<file path="src/design/usbhmc_consts.vh">
`ifndef USBHMC_CONSTS_VH
`define USBHMC_CONSTS_VH
// Functional notes
// - Only driver writes, except state and capability
// - Wakeup when enable and resume-detected set
// - Wakeup enable never gates the interrupt
// - Hard reset clears capability; soft keeps it
// - State 00 reset, 01 resume
// - Frame starts begin 1 ms after operational; on re-entry a frame count held from before can start one sooner
// - Frame start flag set per frame
// - Only suspend to resume on its own
// - Hard reset enters reset state, resets ports
// - Any written state accepted unchecked
// - Control enable starts processing next frame
// - Control clear stops after next frame start
// - Control enable sampled at each decision

// ----------------------------------------
// Register offsets
// ----------------------------------------
`define USBHMC_OFF_CTRL 12'h004
`define USBHMC_OFF_INTSTAT 12'h00c
`define USBHMC_OFF_INTMASK 12'h010
`define USBHMC_OFF_CMD 12'h008

// ----------------------------------------
// Control fields
// ----------------------------------------
`define USBHMC_RATIO_LO 0
`define USBHMC_PLE_BIT 2
`define USBHMC_IE_BIT 3
`define USBHMC_CLE_BIT 4
`define USBHMC_BLE_BIT 5
`define USBHMC_FS_LO 6
`define USBHMC_IR_BIT 8
`define USBHMC_RWC_BIT 9
`define USBHMC_RWE_BIT 10
`define USBHMC_CTRL_MASK 32'h000007ff
`define USBHMC_CTRL_RESET 11'h000

// ----------------------------------------
// Functional states
// ----------------------------------------
`define USBHMC_FS_RESET 2'h0
`define USBHMC_FS_RESUME 2'h1
`define USBHMC_FS_OPER 2'h2
`define USBHMC_FS_SUSPEND 2'h3

// ----------------------------------------
// Status bits
// ----------------------------------------
`define USBHMC_SF_BIT 2
`define USBHMC_RD_BIT 3
`define USBHMC_STAT_W 4

// ----------------------------------------
// Timing
// ----------------------------------------
`define USBHMC_CLK_MHZ 20
`define USBHMC_SOF_DELAY_US 1000
`define USBHMC_FRAME_US 1000
`define USBHMC_SOF_DELAY_CYC (`USBHMC_SOF_DELAY_US * `USBHMC_CLK_MHZ)
`define USBHMC_FRAME_CYC (`USBHMC_FRAME_US * `USBHMC_CLK_MHZ)
`endif

</file>
<file path="src/design/usbhmc_top.v">
// Design decisions made here: register access over APB and the register offsets.
`timescale 1ns/1ns
`include "usbhmc_consts.vh"

module usbhmc_top #(
	parameter SOF_DELAY_CYC = `USBHMC_SOF_DELAY_CYC,
	parameter FRAME_CYC = `USBHMC_FRAME_CYC
) (
	input wire clock,
	input wire reset,
	input wire soft_reset,
	input wire resume_pin,
	input wire psel,
	input wire penable,
	input wire pwrite,
	input wire [11:0] paddr,
	input wire [31:0] pwdata,
	output reg [31:0] prdata,
	output reg pready,
	output reg pslverr,
	output reg irq,
	output reg wakeup,
	output reg port_reset,
	output reg sof_pulse,
	output reg ctrl_active,
	output reg bulk_active,
	output reg periodic_active,
	output reg iso_active,
	output reg [1:0] control_bulk_ratio
);
	localparam ST_IDLE = 2'b01;
	localparam ST_DONE = 2'b10;

	// ----------------------------------------
	// Registers
	// ----------------------------------------
	reg [1:0] bus_st_ff;
	reg [1:0] ratio_ff;
	reg ple_ff;
	reg ie_ff;
	reg cle_ff;
	reg ble_ff;
	reg [1:0] fs_ff;
	reg ir_ff;
	reg rwc_ff;
	reg rwe_ff;
	reg [`USBHMC_STAT_W-1:0] stat_ff;
	reg [`USBHMC_STAT_W-1:0] mask_ff;
	reg [1:0] fs_prev_ff;
	reg sof_run_ff;
	reg frame_run_ff;
	reg resume_prev_ff;
	reg [31:0] nxt_prdata;
	wire resume_sync;
	wire delay_done;
	wire frame_done;
	wire acc;
	wire wr;
	wire wr_ctrl;
	wire frame_tick;
	wire resume_evt;
	wire enter_oper;
	wire [`USBHMC_STAT_W-1:0] set_bits;

	assign acc = psel && penable && bus_st_ff == ST_IDLE;
	assign wr = acc && pwrite;
	assign wr_ctrl = wr && paddr == `USBHMC_OFF_CTRL;
	assign enter_oper = fs_ff == `USBHMC_FS_OPER && fs_prev_ff != `USBHMC_FS_OPER;
	assign frame_tick = (delay_done || frame_done) && fs_ff == `USBHMC_FS_OPER;
	assign resume_evt = resume_sync && !resume_prev_ff;
	assign set_bits = {resume_evt, frame_tick, 2'b00};

	// ----------------------------------------
	// Pin sync and counters
	// ----------------------------------------
	usbhmc_sync u_sync (
		.clock(clock),
		.reset(reset),
		.din(resume_pin),
		.dout(resume_sync)
	);

	usbhmc_counter #(.W(24)) u_delay (
		.clock(clock),
		.reset(reset),
		.load(enter_oper),
		.load_val(SOF_DELAY_CYC[23:0]),
		.run(fs_ff == `USBHMC_FS_OPER),
		.done(delay_done)
	);

	usbhmc_counter #(.W(24)) u_frame (
		.clock(clock),
		.reset(reset),
		.load(frame_tick),
		.load_val(FRAME_CYC[23:0]),
		.run(fs_ff == `USBHMC_FS_OPER),
		.done(frame_done)
	);

	// ----------------------------------------
	// APB slave, one wait state
	// ----------------------------------------
	always @* begin
		nxt_prdata = 32'h00000000;
		case (paddr)
			`USBHMC_OFF_CTRL: begin
				nxt_prdata = {21'h000000, rwe_ff, rwc_ff, ir_ff, fs_ff, ble_ff, cle_ff,
					ie_ff, ple_ff, ratio_ff};
			end
			`USBHMC_OFF_INTSTAT: begin
				nxt_prdata = {28'h0000000, stat_ff};
			end
			`USBHMC_OFF_INTMASK: begin
				nxt_prdata = {28'h0000000, mask_ff};
			end
			default: begin
				nxt_prdata = 32'h00000000;
			end
		endcase
	end

	always @(posedge clock) begin
		if (reset) begin
			bus_st_ff <= ST_IDLE;
			pready <= 1'b0;
			pslverr <= 1'b0;
			prdata <= 32'h00000000;
		end else begin
			case (bus_st_ff)
				ST_IDLE: begin
					pready <= acc;
					pslverr <= acc && paddr != `USBHMC_OFF_CTRL &&
						paddr != `USBHMC_OFF_INTSTAT && paddr != `USBHMC_OFF_INTMASK;
					if (acc) begin
						bus_st_ff <= ST_DONE;
						prdata <= pwrite ? 32'h00000000 : nxt_prdata;
					end
				end
				ST_DONE: begin
					pready <= 1'b0;
					pslverr <= 1'b0;
					bus_st_ff <= ST_IDLE;
				end
				default: begin
					bus_st_ff <= ST_IDLE;
					pready <= 1'b0;
					pslverr <= 1'b0;
				end
			endcase
		end
	end

	// ----------------------------------------
	// Mode control register
	// ----------------------------------------
	always @(posedge clock) begin
		if (reset) begin
			ratio_ff <= 2'h0;
			ple_ff <= 1'b0;
			ie_ff <= 1'b0;
			cle_ff <= 1'b0;
			ble_ff <= 1'b0;
			fs_ff <= `USBHMC_FS_RESET;
			ir_ff <= 1'b0;
			rwc_ff <= 1'b0;
			rwe_ff <= 1'b0;
		end else if (soft_reset) begin
			ratio_ff <= 2'h0;
			ple_ff <= 1'b0;
			ie_ff <= 1'b0;
			cle_ff <= 1'b0;
			ble_ff <= 1'b0;
			fs_ff <= `USBHMC_FS_SUSPEND;
			ir_ff <= 1'b0;
			rwe_ff <= 1'b0;
		end else if (wr_ctrl) begin
			ratio_ff <= pwdata[`USBHMC_RATIO_LO+1:`USBHMC_RATIO_LO];
			ple_ff <= pwdata[`USBHMC_PLE_BIT];
			ie_ff <= pwdata[`USBHMC_IE_BIT];
			cle_ff <= pwdata[`USBHMC_CLE_BIT];
			ble_ff <= pwdata[`USBHMC_BLE_BIT];
			fs_ff <= pwdata[`USBHMC_FS_LO+1:`USBHMC_FS_LO];
			ir_ff <= pwdata[`USBHMC_IR_BIT];
			rwc_ff <= pwdata[`USBHMC_RWC_BIT];
			rwe_ff <= pwdata[`USBHMC_RWE_BIT];
		end else if (fs_ff == `USBHMC_FS_SUSPEND && resume_evt) begin
			fs_ff <= `USBHMC_FS_RESUME;
		end
	end

	// ----------------------------------------
	// Status, mask, interrupt and wakeup
	// ----------------------------------------
	always @(posedge clock) begin
		if (reset) begin
			stat_ff <= 4'h0;
			mask_ff <= 4'h0;
			fs_prev_ff <= `USBHMC_FS_RESET;
			resume_prev_ff <= 1'b0;
			irq <= 1'b0;
			wakeup <= 1'b0;
		end else begin
			fs_prev_ff <= fs_ff;
			resume_prev_ff <= resume_sync;
			if (wr && paddr == `USBHMC_OFF_INTMASK) begin
				mask_ff <= pwdata[`USBHMC_STAT_W-1:0];
			end
			if (wr && paddr == `USBHMC_OFF_INTSTAT) begin
				stat_ff <= (stat_ff & ~pwdata[`USBHMC_STAT_W-1:0]) | set_bits;
			end else begin
				stat_ff <= stat_ff | set_bits;
			end
			irq <= |(stat_ff & mask_ff);
			wakeup <= rwe_ff && stat_ff[`USBHMC_RD_BIT];
		end
	end

	// ----------------------------------------
	// Frame scheduling outputs
	// ----------------------------------------
	always @(posedge clock) begin
		if (reset) begin
			sof_run_ff <= 1'b0;
			frame_run_ff <= 1'b0;
			sof_pulse <= 1'b0;
			ctrl_active <= 1'b0;
			bulk_active <= 1'b0;
			periodic_active <= 1'b0;
			iso_active <= 1'b0;
			control_bulk_ratio <= 2'h0;
			port_reset <= 1'b1;
		end else begin
			sof_pulse <= frame_tick;
			sof_run_ff <= fs_ff == `USBHMC_FS_OPER;
			frame_run_ff <= sof_run_ff;
			port_reset <= fs_ff == `USBHMC_FS_RESET;
			control_bulk_ratio <= ratio_ff;
			if (fs_ff != `USBHMC_FS_OPER) begin
				ctrl_active <= 1'b0;
				bulk_active <= 1'b0;
				periodic_active <= 1'b0;
				iso_active <= 1'b0;
			end else if (frame_tick) begin
				ctrl_active <= cle_ff;
				bulk_active <= ble_ff;
				periodic_active <= ple_ff;
				iso_active <= ple_ff && ie_ff;
			end
		end
	end
endmodule

</file>
<file path="src/design/usbhmc_sync.v">
`timescale 1ns/1ns
`include "usbhmc_consts.vh"

// ----------------------------------------
// Three-stage synchroniser with agreement
// ----------------------------------------
module usbhmc_sync (
	input wire clock,
	input wire reset,
	input wire din,
	output reg dout
);
	reg s1_ff;
	reg s2_ff;
	reg s3_ff;

	always @(posedge clock) begin
		if (reset) begin
			s1_ff <= 1'b0;
			s2_ff <= 1'b0;
			s3_ff <= 1'b0;
			dout <= 1'b0;
		end else begin
			s1_ff <= din;
			s2_ff <= s1_ff;
			s3_ff <= s2_ff;
			if (s2_ff == s3_ff) begin
				dout <= s3_ff;
			end
		end
	end
endmodule

</file>
<file path="src/design/usbhmc_counter.v">
`timescale 1ns/1ns
`include "usbhmc_consts.vh"

// ----------------------------------------
// Down counter with terminal pulse
// ----------------------------------------
module usbhmc_counter #(
	parameter W = 24
) (
	input wire clock,
	input wire reset,
	input wire load,
	input wire [W-1:0] load_val,
	input wire run,
	output reg done
);
	reg [W-1:0] cnt_ff;

	always @(posedge clock) begin
		if (reset) begin
			cnt_ff <= {W{1'b0}};
			done <= 1'b0;
		end else if (load) begin
			cnt_ff <= load_val;
			done <= 1'b0;
		end else if (run && cnt_ff != {W{1'b0}}) begin
			cnt_ff <= cnt_ff - {{(W-1){1'b0}}, 1'b1};
			done <= (cnt_ff == {{(W-1){1'b0}}, 1'b1});
		end else begin
			done <= 1'b0;
		end
	end
endmodule

</file>
<file path="config.mk">
export PLATFORM = sky130hd
export DESIGN_NAME = usbhmc_top
export DESIGN_NICKNAME = d
export VERILOG_FILES = /design/src/design/usbhmc_top.v /design/src/design/usbhmc_sync.v /design/src/design/usbhmc_counter.v
export VERILOG_INCLUDE_DIRS = /design/src /design/src/design
export SDC_FILE = /design/constraint.sdc
export NUM_CORES = 1
export LEC_CHECK = 0
export ABC_CLOCK_PERIOD_IN_PS = 4050
export BUFFER_PORTS_ARGS = -buffer_cell sky130_fd_sc_hd__buf_2
export CAP_MARGIN = 20
export CORE_ASPECT_RATIO = 0.9
export CORE_MARGIN = 1.5
export CORE_UTILIZATION = 45
export DETAILED_ROUTE_END_ITERATION = 10
export GPL_ROUTABILITY_DRIVEN = 0
export GPL_TIMING_DRIVEN = 1
export PLACE_DENSITY_LB_ADDON = 0.15
export SETUP_SLACK_MARGIN = 0.5
export SLEW_MARGIN = 0
export SYNTH_ARGS = -nofsm -noshare
export SYNTH_HDL_FRONTEND = slang
export SYNTH_SLANG_ARGS = --single-unit
export TNS_END_PERCENT = 100
</file>
<file path="constraint.sdc">
create_clock -name clock -period 4.05 [get_ports clock]
set_clock_uncertainty 0.2 [all_clocks]
set_input_delay 0.6075 -clock clock [delete_from_list [all_inputs] [get_ports clock]]
set_output_delay 0.6075 -clock clock [all_outputs]
set_load 0.005 [all_outputs]
</file>
==> results of run 1 <==
power groups by stage:
| stage | Combinational (mW) | Clock (mW) | Sequential, mW |
|---|---|---|---|
| 3_3_place_gp | 1.24 | 0 | 1.27 |
| 2_1_floorplan | 1.10 | 0 | 1.25 |
| 6_report | 1.27 | 0.647 | 1.26 |
| 3_5_place_dp | 1.26 | 0 | 1.28 |
| 5_1_grt | 1.42 | 0.706 | 1.29 |
| 4_1_cts | 1.27 | 0.663 | 1.26 |
area by class of cell:
type,count,area [um^2],share of cell area (%)
clock buffer,9,124,2.46
clock inverter,7,75.1,1.49
inverter,12,45.0,0.894
multi-input combinational,376,2320,46.0
sequential,101,2020,40.1
tap,126,158,3.13
timing repair buffer,57,298,5.91
state kept, by name, indices dropped and copies added (netlist names), 2 cells and up:
register	cells
fs_prev_ff	2
prdata	11
mask_ff	4
stat_ff	4
u_delay.cnt_ff	24
u_frame.cnt_ff	24
control_bulk_ratio	2
ratio_ff	2
fs_ff	2
bus_st_ff	2
per-stage QoR:
step	cell area, um^2	setup WS [ns]	total power, mW	hold WS (ns)
floorplan	4620	1.81	2.35	0.214
finish	5040	1.34	3.18	0.213
CTS	5040	1.32	3.19	0.203
detailed placement	4840	1.33	2.54	0.227
global route	5040	1.16	3.41	0.198
global placement	4840	1.38	2.51	0.218
cell families after synthesis:
family | Yosys count | share of synthesized area [%]
simple gates | 209 | 24.8
mux | 18 | 4.07
buf+inv | 52 | 6.33
compound gates | 95 | 13.6
flops | 101 | 44.4
xor+xnor | 29 | 5.58
other cells | 1 | 0.0824
fa+ha+maj | 4 | 1.10
routing by layer:
metal | up-vias | track usage, % | wire, um | part of all wire [%]
met5 | - | 0 | 0 | 0
met3 | 7 | 6.88 | 612 | 6.0
met2 | 95 | 31.2 | 4570 | 45
met1 | 1760 | 27.2 | 4900 | 48
met4 | 0 | 4.55 | 82 | 0.81
li1 | 1878 | - | - | -
placed cells by master (no fill, tap or decap), drive strengths merged, types with 11 or more instances in the layout:
master | synthesis | layout
a21oi | 28 | 28
a22oi | 13 | 13
buf | 28 | 57
conb | 1 | 21
dfxtp | 101 | 101
inv | 11 | 16
mux2i | 14 | 14
nand2 | 28 | 28
nand3 | 11 | 11
nor2 | 69 | 69
nor3 | 20 | 20
nor4 | 13 | 13
o21ai | 16 | 16
or4 | 11 | 11
xor2 | 19 | 19
final timing paths:
kind	end	from	slack [ns]	cells after the start
min reg2reg	u_sync.s2_ff	u_sync.s1_ff	0.25	1
max	u_delay.cnt_ff[12]	fs_ff[0]	1.34	5
max reg2reg	u_delay.cnt_ff[12]	fs_ff[0]	1.34	5
min	stat_ff[1]	pwdata[1]	0.21	2
==> results.ini, run 1 <==
[outcome]
status = completed

[finish]
num_antenna_cells = 0
syn2layout_area_growth_pct = 10.8
drive_gt1_share_pct = 16.0
nFillCells = 944
postLayoutCoreUtil_pct = 51.7
final_cells = 688
nets = 612

[logic_synthesis]
synth_ff_type = dfxtp_1
synth.most_common_cell = dfxtp_1
synth_top_area_share_pct = 44.4
synth_cell_type_count = 59
seq_area_frac_synth_pct = 44.4
synthTopCellsByArea = dfxtp_1 44%, nor2_1 5.7%, xor2_1 3.7%, buf_4 3.5%, a21oi_1 3.1%
syn_area_per_cell_um2 = 8.94
ys_ff_latch = 101
synthTopCellsByCount = 101 x dfxtp_1, 69 x nor2_1, 28 x a21oi_1, 28 x nand2_1, 21 x buf_4
yosys_warnings = 0
synth-edff-count = 0
yosys.area.top_type = dfxtp_1
synth_area_mm2 = 0.00455
syn_inst = 509
synthArstFlopShare_pct = 0

[setup_path]
path_class = register to register
worst_path_largest_cell_delay_ns = 0.65
cp_cell_sequence = nor2b_1 > o21ai_1 > nand2_1 > or4_1 > nand2_1
crit_top_cell = nand2_1
critPathCaptureType = register
slowest_stage = or4_1
crit_family = simple AND/OR/NAND/NOR gates
start_kind = register
cp_max_fo = 19
critical_path_buf_inv_count = 0
critPathArrivalTime_ns = 2.84
cp.required_ns = 4.18

[global_route]
grtUsageTotal_pct = 20.2
grt_start_max_net_pins = 43
grt_first_pass_wirelength_um = 17100
grt_pass1_vias = 3618
antenna_found_initial = 0
grt_overflow = 0

[power]
internal_power_mw = 1.84
clockPowerShare_pct = 20.3
p_sw_mw = 1.34
sw_frac_of_total_pct = 42.1
p_comb_share_pct = 40.0
pwr-share-seq_pct = 39.7
p_leak_nw = 1.98
irDropWorstVdd_v = 0.000360
cellPowerDensity_mw_per_mm2 = 631

[place]
dp_hpwl_um = 7140
port_buffers = 52
dp.cells = 672

[floorplan]
core_mm2 = 0.00974
die_height_um = 98.4
initial_core_util_pct = 46.7
dieArea_mm2 = 0.0107
die_x_um = 109
ios = 95
rows = 34

[cts]
htreeDepth = 3
cts.sinks = 101
cts-root-buf = clkbuf_8
postCtsHoldBufs = 0
worstSkewPairLatency_ns = 0.38
cts_buffer_depth = 2
ctsResizeCount = 0
cts_buffers = 9
postCtsSetupBuffers = 0
clkTransAtPathRegs_ns = 0.11
cts_tree = done

[detailed_routing]
post-route-drc-count = 0
postRouteAntennaNets = 0
via_per_inst = 5.44
wl_um = 10200
dr.pass1.iters = 4
drt-initial-drc-count = 149
vias = 3740
wl_per_cell_um = 14.8

[sta]
hold_viol = 0
fmax_mhz = 370
fin_tns_setup_ns = 0
drv_slew = 0
finalSetupViolCount = 0
min_period_over_period_pct = 66.8
worst_slew_pin_slew_ns = 0.832
maxSlewHeadroom_pct = 44.1
period_minus_slack_ns = 2.71
rsz0062_at_grt = false

[min_path]
hp-class = input pin to register

[run]
maxCapViolations = 0

Note: power is estimated with default switching activity, not from simulation.
==> run 2, diff against run 1 <==
--- a/config.mk
+++ b/config.mk
@@ -6,7 +6,7 @@
 export SDC_FILE = /design/constraint.sdc
 export NUM_CORES = 1
 export LEC_CHECK = 0
-export ABC_CLOCK_PERIOD_IN_PS = 4050
+export ABC_CLOCK_PERIOD_IN_PS = 2800
 export BUFFER_PORTS_ARGS = -buffer_cell sky130_fd_sc_hd__buf_2
 export CAP_MARGIN = 20
 export CORE_ASPECT_RATIO = 0.9
==> constraint.sdc (replaced) <==
create_clock -name clock -period 2.8 [get_ports clock]
set_clock_uncertainty 0.2 [all_clocks]
set_input_delay 0.42 -clock clock [delete_from_list [all_inputs] [get_ports clock]]
set_output_delay 0.42 -clock clock [all_outputs]
set_load 0.005 [all_outputs]
==> run 2 against run 1 <==
Effect of this change:
- critical path type unchanged
- sequential cell count unchanged
- global-route usage about the same
- fmax increased by 22%
- largest power group unchanged
- final cell count increased by 3.3%
- combinational power increased by 96%
==> results.ini, run 2 (synthesis results as in run 1) <==
[sta]
drv_slew = 0  ; unchanged
rsz0062_at_grt = true  ; was false
period_minus_slack_ns = 2.23  ; was 2.71 ns
worst_slew_pin_slew_ns = 0.729  ; was 0.832 ns
hold_viol = 0  ; unchanged
maxSlewHeadroom_pct = 51.1  ; was 44.1%
min_period_over_period_pct = 79.5  ; was 66.8%
fin_tns_setup_ns = 0  ; unchanged
finalSetupViolCount = 0  ; unchanged
setup_ws_ns = 0.574  ; was 1.34 ns
fmax_mhz = 449  ; was 370 MHz

[setup_path]
cp_max_fo = 7  ; was 19
cp.required_ns = 2.89  ; was 4.18 ns
path_class = register to register  ; unchanged
slowest_stage = or4_4  ; was or4_1
cp_cell_sequence = or4_4 > nor4_4 > buf_6 > nand4b_4 > or4_1 > o21ai_0  ; was nor2b_1 > o21ai_1 > nand2_1 > or4_1 > nand2_1
start_kind = register  ; unchanged
critPathCaptureType = register  ; unchanged
worst_path_largest_cell_delay_ns = 0.59  ; was 0.65 ns
critPathArrivalTime_ns = 2.31  ; was 2.84 ns

[detailed_routing]
dr.pass1.iters = 4  ; unchanged
top_layer_used = met4  ; unchanged
wl_um = 10200  ; about the same
drt-initial-drc-count = 149  ; unchanged
wl_met1_um = 4980  ; was 4900 um
wl_met3_um = 571  ; was 612 um
wl_per_cell_um = 14.3  ; was 14.8 um
postRouteAntennaNets = 0  ; unchanged
via_per_inst = 5.39  ; was 5.44
met2WireLength_um = 4600  ; was 4570 um
post-route-drc-count = 0  ; unchanged
vias = 3835  ; was 3740

[finish]
num_antenna_cells = 0  ; unchanged
syn2layout_area_growth_pct = 16.6  ; was 10.8%
layout_commonest_cell = dfxtp_1  ; unchanged
nets = 635  ; was 612
nFillCells = 891  ; was 944
final_cell_mix = 101 x dfxtp_1, 69 x nor2_1, 52 x buf_2, 28 x nand2_1, 28 x a21oi_1  ; unchanged
reg_top3 = u_delay.cnt_ff (24), u_frame.cnt_ff (24), prdata (11)  ; unchanged
drive_gt1_share_pct = 21.0  ; was 16.0%
final_cells = 711  ; was 688
finalInstanceArea_mm2 = 0.00530  ; was 0.00504 mm^2

[outcome]
status = completed  ; unchanged

[cts]
clkTransAtPathRegs_ns = 0.10  ; was 0.11 ns
worstSkewPairLatency_ns = 0.36  ; was 0.38 ns
postCtsHoldBufs = 0  ; unchanged
cts.sinks = 101  ; unchanged
htreeDepth = 3  ; unchanged
cts_tree = done  ; unchanged
cts_buffer_depth = 2  ; unchanged
cts_buffers = 9  ; unchanged
cts-root-buf = clkbuf_8  ; unchanged

[global_route]
grt_first_pass_wirelength_um = 17200  ; was 17100 um
grt_start_max_net_pins = 26  ; was 43
grt_overflow = 0  ; unchanged
antenna_found_initial = 0  ; unchanged
grt_pass1_vias = 3575  ; was 3618
grtUsageTotal_pct = 20.2  ; about the same

[floorplan]
rows = 34  ; unchanged
die_x_um = 109  ; unchanged
die_height_um = 98.4  ; unchanged
dieArea_mm2 = 0.0107  ; unchanged
core_mm2 = 0.00974  ; unchanged
ios = 95  ; unchanged
initial_core_util_pct = 46.7  ; unchanged

[power]
power_mw = 5.25  ; was 3.18 mW
cellPowerDensity_mw_per_mm2 = 990  ; was 631 mW/mm^2
irDropWorstVdd_v = 0.000631  ; was 0.000360 V
p_leak_nw = 2.12  ; was 1.98 nW

[place]
dp.cells = 691  ; was 672
port_buffers = 52  ; unchanged
dp_hpwl_um = 7300  ; was 7140 um
placed_area_mm2 = 0.00498  ; was 0.00484 mm^2
place_ws_ns = 0.341  ; was 1.33 ns

[run]
maxCapViolations = 0  ; unchanged

[min_path]
hp-class = input pin to register  ; unchanged

-- run 2: cell types whose count changed in the layout (fill, tap and decap cells not counted), sizes merged --
cell,change
buf,+23
clkinv,+1
inv,-1
clkinvlp,-1
clkbuf,+1
-- run 2: metrics by stage --
| step | utilization [%] | hold slack, ns |
|---|---|---|
| detailed placement | 51.2 | 0.239 |
| global placement | 51.2 | 0.217 |
| CTS | 53.8 | 0.0409 |
| finish | 54.4 | 0.0687 |
| global route | 54.4 | 0.0369 |
| floorplan | - | 0.214 |
-- run 2: report_power, final --
group / internal (mW) / switching (mW) / total, mW
Clock: 0.373 / 0.547 / 0.920
Combinational: 1.17 / 1.32 / 2.49
Sequential: 1.62 / 0.218 / 1.84
Total: 3.17 / 2.08 / 5.25
-- run 2: layout make-up --
| type | instances | area [um^2] | share of cell area, % |
|---|---|---|---|
| Clock buffer | 10 | 138 | 2.59 |
| Clock inverter | 6 | 62.6 | 1.18 |
| Inverter | 12 | 45.0 | 0.849 |
| Multi-Input combinational cell | 376 | 2400 | 45.3 |
| Sequential cell | 101 | 2020 | 38.1 |
| Tap cell | 126 | 158 | 2.97 |
| Timing Repair Buffer | 80 | 474 | 8.94 |
-- run 2: path summary, 6_finish.rpt --
| kind | start | to | slack (ns) | cells after the start |
|---|---|---|---|---|
| max reg2reg | u_frame.cnt_ff[11] | u_frame.cnt_ff[23] | 0.57 | 6 |
| min | pwdata[1] | stat_ff[1] | 0.07 | 2 |
| max | u_frame.cnt_ff[11] | u_frame.cnt_ff[23] | 0.57 | 6 |
| min reg2reg | stat_ff[1] | stat_ff[1] | 0.25 | 2 |
-- run 2: critical path: cells and delay by family (launching register included) --
family | cells | cell delay, ns
flip-flops | 1 | 0.33
AND/OR/NAND/NOR | 4 | 1.38
buffers and inverters | 1 | 0.17
AO/OA/AOI/OAI | 1 | 0.08
-- run 2: per-layer routing --
| metal | global-route usage [%] | up-vias |
|---|---|---|
| met5 | 0 | - |
| met4 | 3.95 | 0 |
| met3 | 5.87 | 2 |
| met2 | 31.1 | 88 |
| met1 | 28.0 | 1817 |
| li1 | - | 1928 |
-- run 2: timing repair --
action | 4_1_cts | 5_1_grt
pin swaps | 1 | 1
resized for setup | 8 | 9
endpoints found under the setup margin | 16 | 21
buffers inserted | 1 | 3
endpoints found under the hold margin | 0 | 0
